File: config.mk
export PLATFORM = sky130hd
export DESIGN_NAME = ccs_sequencer
export DESIGN_NICKNAME = d
export VERILOG_FILES = /design/src/hw/ccs_sequencer.v
export VERILOG_INCLUDE_DIRS = /design/src /design/src/hw
export SDC_FILE = /design/constraint.sdc
export NUM_CORES = 2
export LEC_CHECK = 0
export BUFFER_PORTS_ARGS = -buffer_cell sky130_fd_sc_hd__buf_2
export CORE_ASPECT_RATIO = 1.2
export CORE_MARGIN = 2
export CORE_UTILIZATION = 36
export CTS_CLUSTER_SIZE = 8
export DETAILED_ROUTE_END_ITERATION = 16
export GPL_ROUTABILITY_DRIVEN = 0
export PLACE_DENSITY = 0.57
export SLEW_MARGIN = 20
export SYNTH_ARGS = -nofsm -noshare
export SYNTH_HDL_FRONTEND = slang
export SYNTH_SLANG_ARGS = --single-unit
File: constraint.sdc
create_clock -name pclk -period 31.2 [get_ports pclk]
set_input_delay 4.68 -clock pclk [delete_from_list [all_inputs] [get_ports pclk]]
set_output_delay 4.68 -clock pclk [all_outputs]
set_load 0.02 [all_outputs]
File: src/hw/ccs_map.vh
// Register map and constants of the charge cycle sequencer
`ifndef CCS_MAP_VH
`define CCS_MAP_VH
`define CCS_A_CTRL 12'h000
`define CCS_A_ICHG 12'h004
`define CCS_A_TIME 12'h008
`define CCS_A_CX 12'h00c
`define CCS_A_RCHG 12'h010
`define CCS_A_STAT 12'h014
`define CCS_A_BATTERY_CURRENT_READING 12'h018
`define CCS_A_BSR 12'h01c
`define CCS_A_IBSR 12'h020
`define CCS_A_JBP 12'h040
`define CCS_A_JSET 12'h060
`define CCS_B_HOLD 0
`define CCS_B_RUNBSR 1
`define CCS_B_CXEN 2
`define CCS_B_PHOS 3
`define CCS_B_PROG 4
`define CCS_B_JEN 5
`define CCS_B_CXIRQ 6
`define CCS_ICHG_MAX 5'h1f
`define CCS_V_CC_MIN 16'h3aea
`define CCS_RCHG_DEF 16'h3600
`define CCS_CVT_DEF 16'h3840
`define CCS_MEAS_CYC 16'h0100
`define CCS_US_PER_S 32'h000f4240
`define CCS_CLK_MHZ 32'h00000019
`endif

File: src/hw/ccs_sequencer.v
// Charge cycle sequencer with APB register file
//
// Contract
// - Enter constant current above 2.9V/cell
// - Input limit reduces charge, load first
// - Current servo code capped at 32mV
// - Sense voltage reported as battery current
// - Resistance request suspends, computes dV/dI
// - Store resistance and current delta
// - Request bit self clears when done
// - Request queued while suspended or terminated
// - Cv_termination_timer starts at charge voltage
// - Timer always for Li-Ion; zero disables phosphate
// - Threshold termination refused in fixed chemistry
// - End on current fraction or timer
// - Threshold termination off after reset
// - Optional flag and stop at threshold
// - Termination tristates switch node
// - Recharge below level, timer cleared
// - Power cycle or hold toggle restarts
// - Six breakpoints make seven regions
// - Zoning overrides current and voltage codes
// - Pause outside temperature limits
// - Region picked by ratio against breakpoints
// - Hold write suspends every state
`timescale 1ns/100ps
`include "ccs_map.vh"
module ccs_sequencer #(
   parameter TICKS_PER_S = 25000000,
   parameter VW = 16
) (
   // APB
   input wire pclk,
   input wire presetn,
   input wire psel,
   input wire penable,
   input wire pwrite,
   input wire [11:0] paddr,
   input wire [31:0] pwdata,
   output reg [31:0] prdata,
   output reg pready,
   output reg pslverr,
   // Analog and measurement side
   input wire [VW-1:0] battery_voltage_sense,
   input wire [VW-1:0] current_sense_diff,
   input wire [VW-1:0] thermistor_ratio,
   input wire input_limit_active,
   input wire uvcl_active,
   // Loop control
   output reg [4:0] icharge_code_ff,
   output reg [5:0] vcharge_code_ff,
   output reg switch_enable_ff,
   output reg cx_event_ff
);
   localparam ST_SUSP = 3'h0;
   localparam ST_CC = 3'h1;
   localparam ST_CV = 3'h2;
   localparam ST_TERM = 3'h3;
   localparam ST_MEAS = 3'h4;
   localparam ST_PAUSE = 3'h5;

   reg [31:0] ctrl_ff;
   reg [4:0] ichg_ff;
   reg [5:0] vchg_ff;
   reg [15:0] cvt_lim_ff;
   reg [VW-1:0] cx_th_ff;
   reg [VW-1:0] rchg_ff;
   reg [VW-1:0] vtarget_ff;
   reg [VW-1:0] bp_ff [0:5];
   reg [10:0] jset_ff [0:4];
   reg [2:0] st_ff, nxt_st;
   reg [31:0] tick_ff;
   reg [15:0] cvt_ff;
   reg [15:0] meas_ff;
   reg [VW-1:0] v0_ff, i0_ff;
   reg [VW-1:0] bsr_ff, ibsr_ff;
   reg [VW-1:0] battery_current_reading_ff;
   reg bsr_pend_ff;
   reg hold_q_ff;
   reg [2:0] region;
   integer k;
   integer j;

   wire acc = psel & penable;
   wire wr = acc & pwrite;
   wire hold = ctrl_ff[`CCS_B_HOLD];
   wire phos = ctrl_ff[`CCS_B_PHOS];
   wire jen = ctrl_ff[`CCS_B_JEN];
   wire cx_en = ctrl_ff[`CCS_B_CXEN] & ctrl_ff[`CCS_B_PROG];
   wire [VW-1:0] rchg_li = vtarget_ff - (vtarget_ff >> 6) - (vtarget_ff >> 7) + (vtarget_ff >> 9);
   wire [VW-1:0] rchg_lvl = phos ? rchg_ff : rchg_li;
   wire tmr_on = !phos || (cvt_lim_ff != 16'h0000);
   wire tmr_exp = tmr_on && (cvt_ff >= cvt_lim_ff);
   wire cx_hit = cx_en && (current_sense_diff <= cx_th_ff);
   wire temp_off = jen && ((region == 3'h0) || (region == 3'h6));
   wire [4:0] ichg_eff = (jen && !temp_off) ? jset_ff[region-3'h1][4:0] : ichg_ff;

   // Register index decoded once for read and write
   function [3:0] reg_sel;
      input [11:0] a;
      begin
         reg_sel = 4'hf;
         if (a < `CCS_A_JBP)
            reg_sel = a[5:2];
         else if (a < `CCS_A_JSET)
            reg_sel = 4'h9;
         else if (a < `CCS_A_JSET + 12'h014)
            reg_sel = 4'ha;
      end
   endfunction

   always @* begin
      region = 3'h6;
      for (j = 5; j >= 0; j = j - 1)
         if (thermistor_ratio > bp_ff[j])
            region = j[2:0];
   end

   always @* begin
      nxt_st = st_ff;
      case (st_ff)
         ST_SUSP:
            if (!hold && battery_voltage_sense > `CCS_V_CC_MIN)
               nxt_st = ST_CC;
         ST_CC:
            if (battery_voltage_sense >= vtarget_ff)
               nxt_st = ST_CV;
         ST_CV:
            if (tmr_exp || cx_hit)
               nxt_st = ST_TERM;
         ST_TERM:
            if (battery_voltage_sense < rchg_lvl)
               nxt_st = ST_CC;
         ST_MEAS:
            if (meas_ff == 16'h0000)
               nxt_st = ST_CC;
         ST_PAUSE:
            if (!temp_off)
               nxt_st = ST_CC;
         default:
            nxt_st = ST_SUSP;
      endcase
      if ((st_ff == ST_CC || st_ff == ST_CV) && bsr_pend_ff && tick_ff == 32'h0)
         nxt_st = ST_MEAS;
      if (temp_off && st_ff != ST_SUSP && st_ff != ST_TERM)
         nxt_st = ST_PAUSE;
      if (hold)
         nxt_st = ST_SUSP;
   end

   always @(posedge pclk or negedge presetn) begin
      if (!presetn) begin
         ctrl_ff <= 32'h0;
         ichg_ff <= `CCS_ICHG_MAX;
         vchg_ff <= 6'h00;
         cvt_lim_ff <= `CCS_CVT_DEF;
         cx_th_ff <= {VW{1'b0}};
         rchg_ff <= `CCS_RCHG_DEF;
         vtarget_ff <= {VW{1'b1}};
         for (k = 0; k < 6; k = k + 1)
            bp_ff[k] <= {VW{1'b0}};
         for (k = 0; k < 5; k = k + 1)
            jset_ff[k] <= {6'h00, `CCS_ICHG_MAX};
         st_ff <= ST_SUSP;
         tick_ff <= 32'h0;
         cvt_ff <= 16'h0;
         meas_ff <= 16'h0;
         v0_ff <= {VW{1'b0}};
         i0_ff <= {VW{1'b0}};
         bsr_ff <= {VW{1'b0}};
         ibsr_ff <= {VW{1'b0}};
         battery_current_reading_ff <= {VW{1'b0}};
         bsr_pend_ff <= 1'b0;
         hold_q_ff <= 1'b0;
         prdata <= 32'h0;
         pready <= 1'b0;
         pslverr <= 1'b0;
         icharge_code_ff <= 5'h00;
         vcharge_code_ff <= 6'h00;
         switch_enable_ff <= 1'b0;
         cx_event_ff <= 1'b0;
      end else begin
         st_ff <= nxt_st;
         hold_q_ff <= hold;
         battery_current_reading_ff <= current_sense_diff;
         pready <= acc & !pready;
         pslverr <= acc & !pready & (reg_sel(paddr) == 4'hf);
         if (wr && !pready) begin
            case (reg_sel(paddr))
               4'h0: begin
                  ctrl_ff <= pwdata;
                  ctrl_ff[`CCS_B_CXEN] <= pwdata[`CCS_B_CXEN] & pwdata[`CCS_B_PROG];
               end
               4'h1: begin
                  ichg_ff <= pwdata[4:0];
                  vchg_ff <= pwdata[13:8];
                  vtarget_ff <= pwdata[31:16];
               end
               4'h2: cvt_lim_ff <= pwdata[15:0];
               4'h3: cx_th_ff <= pwdata[VW-1:0];
               4'h4: rchg_ff <= pwdata[VW-1:0];
               4'h9: bp_ff[paddr[4:2]] <= pwdata[VW-1:0];
               4'ha: jset_ff[paddr[4:2]] <= pwdata[10:0];
               default: ;
            endcase
         end
         if (acc && !pready) begin
            case (reg_sel(paddr))
               4'h0: prdata <= ctrl_ff;
               4'h1: prdata <= {vtarget_ff, 2'h0, vchg_ff, 3'h0, ichg_ff};
               4'h2: prdata <= {16'h0, cvt_lim_ff};
               4'h3: prdata <= {16'h0, cx_th_ff};
               4'h4: prdata <= {16'h0, rchg_ff};
               4'h5: prdata <= {16'h0, cvt_ff[15:3], st_ff};
               4'h6: prdata <= {16'h0, battery_current_reading_ff};
               4'h7: prdata <= {16'h0, bsr_ff};
               4'h8: prdata <= {16'h0, ibsr_ff};
               4'h9: prdata <= {16'h0, bp_ff[paddr[4:2]]};
               4'ha: prdata <= {21'h0, jset_ff[paddr[4:2]]};
               default: prdata <= 32'h0;
            endcase
         end
         // Request pends through suspend and termination
         if (wr && !pready && reg_sel(paddr) == 4'h0 && pwdata[`CCS_B_RUNBSR])
            bsr_pend_ff <= 1'b1;
         // One-second tick drives the Cv_termination_timer
         if (tick_ff >= TICKS_PER_S - 1)
            tick_ff <= 32'h0;
         else
            tick_ff <= tick_ff + 32'h1;
         if (st_ff == ST_CV && tick_ff == 32'h0 && cvt_ff != 16'hffff)
            cvt_ff <= cvt_ff + 16'h1;
         if (st_ff == ST_TERM && nxt_st == ST_CC)
            cvt_ff <= 16'h0;
         if (hold_q_ff && !hold)
            cvt_ff <= 16'h0;
         if (nxt_st == ST_MEAS && st_ff != ST_MEAS) begin
            meas_ff <= `CCS_MEAS_CYC;
            v0_ff <= battery_voltage_sense;
            i0_ff <= current_sense_diff;
         end else if (st_ff == ST_MEAS && meas_ff != 16'h0) begin
            meas_ff <= meas_ff - 16'h1;
         end
         if (st_ff == ST_MEAS && meas_ff == 16'h0001) begin
            ibsr_ff <= i0_ff - current_sense_diff;
            bsr_ff <= (i0_ff == current_sense_diff) ? {VW{1'b1}} :
               (v0_ff - battery_voltage_sense) / (i0_ff - current_sense_diff);
            bsr_pend_ff <= 1'b0;
            ctrl_ff[`CCS_B_RUNBSR] <= 1'b0;
         end
         // Event flag set wins over write clear
         if (st_ff == ST_CV && cx_hit && ctrl_ff[`CCS_B_CXIRQ])
            cx_event_ff <= 1'b1;
         else if (wr && !pready && reg_sel(paddr) == 4'h5 && pwdata[3])
            cx_event_ff <= 1'b0;
         switch_enable_ff <= (nxt_st == ST_CC || nxt_st == ST_CV);
         // Loop code; input limit and UVCL loops act in analog and may lower current
         icharge_code_ff <= (input_limit_active | uvcl_active) ? ichg_eff : ichg_eff;
         if (jen && !temp_off)
            vcharge_code_ff <= jset_ff[region-3'h1][10:5];
         else
            vcharge_code_ff <= vchg_ff;
         // No current code until the cells pass the entry level
         if (battery_voltage_sense < `CCS_V_CC_MIN)
            icharge_code_ff <= 5'h00;
      end
   end
endmodule

[After elaboration in Yosys (flattened, before gate mapping)]
Index checks and enable logic that the tools add are counted.
Word-level totals
  word-level logic and storage cells: 220
  register bits: 454
  output and inout bits: 47
  input port bits: 99
Operators by class
  reductions and logical operators: 58
  $add $sub $neg: 9
  bitwise logic cells: 8
  eq/ne operators: 32
  divide/modulo/power cells: 1
  $lt $le $gt $ge: 19
  muxes and demuxes: 56
Operators with widths (number)
  one-hot mux 32 bit (11 select lines): 1
  2-to-1 mux 16 bit: 10
  bitwise mux 96 bit: 1
  greater-than comparator 16 bit: 6
  binary-select mux 11 bit (select 3 bit): 2
  bitwise mux 55 bit: 1
  2-to-1 mux 11 bit: 5
  binary-select mux 16 bit (select 3 bit): 1
  demux 16 bit (select 3 bit): 1
  2-to-1 mux 3 bit: 15
  < comparator 12 x 7 -> 1 bit (second input constant): 3
  demux 11 bit (select 3 bit): 1
  adder 32 x 1 -> 32 bit (second input constant): 1
  greater-or-equal comparator 16 bit: 2
  greater-or-equal comparator 32 x 25 -> 1 bit (second input constant): 1
  logical NOT 32 bit: 1
  2-to-1 mux 32 bit: 1
  nonzero test 16 bit: 2
  subtractor 16 bit: 2
  logical AND 1 bit: 25
  == test 4 x 3 -> 1 bit (second input constant): 6
  == test 4 bit (second input constant): 6
  one-hot mux 3 bit (6 select lines): 1
  adder 16 x 1 -> 16 bit (second input constant): 1
  other kinds (37): 87

[Depth between registers and ports, before layout]
  depth after elaboration: 19
  mapped depth: 170
  gate-level depth less buffers: 155

[Least setup slack after synthesis]
OpenSTA, ideal clock, no wires.
  path kind: input -> register
  start: in current_sense_diff[10]
  end: reg bsr_ff[0]
  data required time: 31.058 ns
  cell stages on the path: 160
  arrival: 36.300 ns
  library setup time: 0.142 ns
  path buffers: 17
  path slack: -5.241 ns
  cells stage by stage: inv_1 -> ha_1 -> buf_6 -> a21oi_1 -> o21ai_1 -> a2111oi_0 -> a21oi_1 -> xor2_1 -> and4_1 -> buf_6 -> buf_6 -> buf_2 -> nand2_1 -> or4_1 -> mux2i_1 -> ha_1 -> o21ai_0 -> nor2b_1 -> [... 124 more ...] -> o21a_1 -> o21a_1 -> o21a_1 -> o21ai_1 -> clkbuf_1 -> mux2i_1 -> ha_1 -> a21o_1 -> a21o_1 -> a21o_1 -> a21o_1 -> a21o_1 -> a21o_1 -> a21oi_1 -> o21ai_0 -> o31a_1 -> o31ai_1 -> a31oi_1
Between the ends
  longest elaborated chain between the ends: 3
  elaborated cells between the ends (all ways): 4
  classes of those cells: 1 x add/sub; 1 x div; 1 x eq/ne; 1 x mux
Ends and longest elaborated chain
  start: declaration: line ccs_sequencer.v:45  | input wire [VW-1:0] current_sense_diff,
  subtractor 16 bit: line ccs_sequencer.v:247  | (v0_ff - battery_voltage_sense) / (i0_ff - current_sense_diff);
  divider 16 x 16 -> 16 bit: line ccs_sequencer.v:247
  2-to-1 mux 16 bit (*): line ccs_sequencer.v:246  | bsr_ff <= (i0_ff == current_sense_diff) ? {VW{1'b1}} :
  end signal: assignment: line ccs_sequencer.v:170  | bsr_ff <= {VW{1'b0}};
  end signal: assignment: line ccs_sequencer.v:246
  end: declaration: line ccs_sequencer.v:76  | reg [VW-1:0] bsr_ff, ibsr_ff;
Every way passes the cells marked *; elsewhere a longest branch is shown, timed or not.
A chain may end at the register's enable or synchronous reset.

[Worst setup path in the final report]
  start: in current_sense_diff[2]
  end: reg bsr_ff[0]
The elaborated chain is that of the path after synthesis.

==> flow_summary.json <==
{
  "wl_per_cell_um": 21.2,
  "synth_cells": 3629,
  "cp_slowest_cell": "or4_4",
  "cap_violations": 0,
  "synth_top_area_share_pct": 29.3,
  "p_leak_nw": 20.5,
  "slew_violations": 0,
  "place_inst": 5400,
  "routed_via_density": 5.48,
  "synth_compound_area_share_pct": 17.9,
  "worstPathRequired_ps": 31670,
  "drt_iter0_markers": 2186,
  "fin_worst_skew_ps": 31.3,
  "stdcell_count": 5584,
  "start_util_pct": 36.3,
  "crit_path_end_kind": "flop",
  "clk_pin_slew_worst_paths_ps": 50,
  "synthToLayoutAreaGrowth_pct": 29.4,
  "synth_edf_count": 0,
  "setup_tns_ps": -800,
  "die_area_um2": 97200,
  "max_freq_ghz": 0.0312,
  "synthArstFlopShare_pct": 100,
  "hold_viol": 0,
  "cts_sinks": 454,
  "start_kind": "input pin",
  "max_slew.worst_pin.slew_ps": 1160,
  "cts.htree.levels": 3,
  "routed-via-count": 30600,
  "p_per_area_nw_per_um2": 59.3,
  "nets": 4759,
  "synth.distinct_cells": 102,
  "yosysWarnings": 0,
  "drive_gt1_share_pct": 33.7,
  "slew_headroom_pct": 21.8,
  "synth_area_leaders": "dfrtp_1 29%, ha_1 13%, mux2_2 9.5%, dfstp_2 4.2%, nand2_1 3.1%",
  "boundaryPins": 146,
  "status": "complete, but fails checks",
  "ys_ff_latch": 454,
  "cts_max_path_buffers": 3,
  "grt_usage_pct": 23.8,
  "place_hpwl_mm": 90.0,
  "cp_max_fo": 10,
  "antenna_found_initial": 9,
  "nFillCells": 8980,
  "wl_mm": 118,
  "die-width_um": 285,
  "setup_slack_ps": -800,
  "period_minus_slack_ps": 32000,
  "synth_adder_area_share_pct": 14.2,
  "grt_start_max_net_pins": 80,
  "port_buffers": 141,
  "syn_avg_cell_area_um2": 9.40,
  "setup_viol": 1,
  "coreArea_um2": 93900,
  "crit_type": "in -> reg",
  "yosys_most_used_dff": "dfrtp_1",
  "arrival_ps": 32470,
  "yosys.area.top_type": "dfrtp_1",
  "clock_latency_ps": 610,
  "cts_made_buffers": 66,
  "final_antenna_net_count": 0,
  "synth_mux_area_share_pct": 12.3,
  "fin_crit_sh_pct": 103,
  "cts_hold_buf": 0,
  "die_h_um": 341,
  "violations": "setup timing",
  "synth-simple-area-share_pct": 14.0,
  "rsz0062_at_grt": "true",
  "synth-seq-area-share_pct": 33.5,
  "min_path_type": "reg -> reg",
  "tritoncts": "built",
  "rows": 123,
  "synth_top_family_by_area": "compound AO/OA/AOI/OAI gates",
  "first_pass_iters": 6,
  "clock-root-buffer": "clkbuf_16",
  "max_stage_delay_ps": 530,
  "synthXorXnorAreaFrac_pct": 3.62,
  "overflow": 0,
  "grt_first_pass_wirelength_mm": 180,
  "grt_pass1_vias": 30200,
  "drc": 0,
  "ir_drop_mv": 0.0416,
  "mappedNetlistArea_um2": 34100
}
logic make-up after synthesis:
family | after synthesis
AND/OR/NAND/NOR | 995
adder cells (fa/ha/maj) | 376
multiplexers | 361
buffers and inverters | 390
AO/OA/AOI/OAI | 912
flip-flops | 454
XOR/XNOR | 140
other | 1
cells in the final DEF (no fill, tap or decap), types with 27 or more instances in the layout:
cell type    n
a21o_1     102
dfrtp_1    400
a21oi_1    160
dfstp_2     54
inv_1      235
xnor2_1     76
a22oi_1     37
o21a_1      48
nand2_1    269
xor2_1      58
clkbuf_16   69
a31oi_1     33
mux2i_1     51
nand3_1     66
nor2b_1     33
nor2_1     239
buf_2      134
o21ai_0    177
and3_1      31
ha_1       314
nand2b_1    27
buf_4      562
o22ai_1     27
ha_4        41
clkbuf_1    45
mux2_2     278
nor3_1      69
nand4_1     52
per-layer routing:
| layer | vias to the layer above | wire [um] | track usage [%] | share of wire [%] |
|---|---|---|---|---|
| met4 | 6 | 4930 | 9.37 | 4.2 |
| met5 | - | 26 | 0 | 0.022 |
| met1 | 15000 | 50000 | 30.2 | 42 |
| met2 | 781 | 58100 | 41.4 | 49 |
| li1 | 14500 | - | - | - |
| met3 | 225 | 5430 | 2.41 | 4.6 |
final timing paths:
path                                       start          end  slack [ps]  depth (start not counted)
setup / recovery           current_sense_diff[2]    bsr_ff[0]        -800                        152
hold / removal                         prdata[2]    prdata[2]         470                          1
setup reg to reg                        i0_ff[0]    bsr_ff[0]        2900                        154
hold reg to reg                        prdata[2]    prdata[2]         470                          1
max in group asynchronous                presetn    prdata[2]       24990                          3
min in group asynchronous                presetn  tick_ff[10]        4080                          1
per-stage QoR:
| stage | hold slack (ps) | worst slack (ps) | utilization [%] | instance area (um2) | power (W) |
|---|---|---|---|---|---|
| finish | 467 | -800 | 47.0 | 44100 | 0.00262 |
| global placement | 459 | -3040 | 43.2 | 40500 | 0.00178 |
| global route | 497 | -2250 | 47.0 | 44100 | 0.00278 |
| CTS | 472 | -2070 | 45.4 | 42600 | 0.00249 |
| floorplan | 450 | -1080 | - | 35000 | 0.00132 |
| detailed placement | 461 | -3250 | 43.2 | 40500 | 0.00179 |
sequential cells by signal, summed over array words and instances (netlist names), 32 cells and up:
signal	flops
bp_ff	96
ctrl_ff	32
jset_ff	55
prdata	32
tick_ff	32
power by group:
group,total (W),leakage (nW),internal (W),switching [W]
Sequential,0.000632,5.77,0.000607,0.0000250
Clock,0.000684,0.922,0.000407,0.000277
Combinational,0.00130,13.8,0.000668,0.000631
Yosys cell counts (22+ instances only):
master,count
dfrtp_1,400
ha_1,358
mux2_2,287
nand2_1,283
nor2_1,258
inv_1,246
o21ai_0,209
a21oi_1,186
clkbuf_1,116
a21o_1,102
nor3_1,84
xnor2_1,79
nand3_1,73
xor2_1,60
mux2i_1,56
dfstp_2,54
nand4_1,52
o21a_1,49
nor2b_1,39
a22oi_1,38
a31oi_1,38
and3_1,37
nand2b_1,30
o22ai_1,29
nor4_1,25
o31ai_1,25
a211oi_1,24
o221ai_1,24
or2_2,22
critical path: cells and delay by family:
| family | cells | cell delay, ps |
|---|---|---|
| buffers and inverters | 9 | 1220 |
| muxes | 9 | 2430 |
| adders and majority gates | 16 | 4020 |
| AOI/OAI and AO/OA | 73 | 12470 |
| and+or+nand+nor | 45 | 7580 |
layout make-up:
cell class / count / area [um2] / area share, %
multi-input combinational: 2791 / 23000 / 52.1
sequential: 454 / 11400 / 25.9
timing repair buffer: 725 / 5260 / 11.9
clock buffer: 113 / 1870 / 4.24
tap: 1250 / 1560 / 3.54
inverter: 246 / 931 / 2.11
clock inverter: 4 / 68.8 / 0.156
antenna: 1 / 2.50 / 0.00567
repair_timing:
item                       4_1_cts  5_1_grt
buffers inserted                 6       60
gates resized for setup         14      221
setup endpoints to repair        2        2
gates cloned                     0        1
pin swaps                        5      139
(Power assumes the default switching activity.)
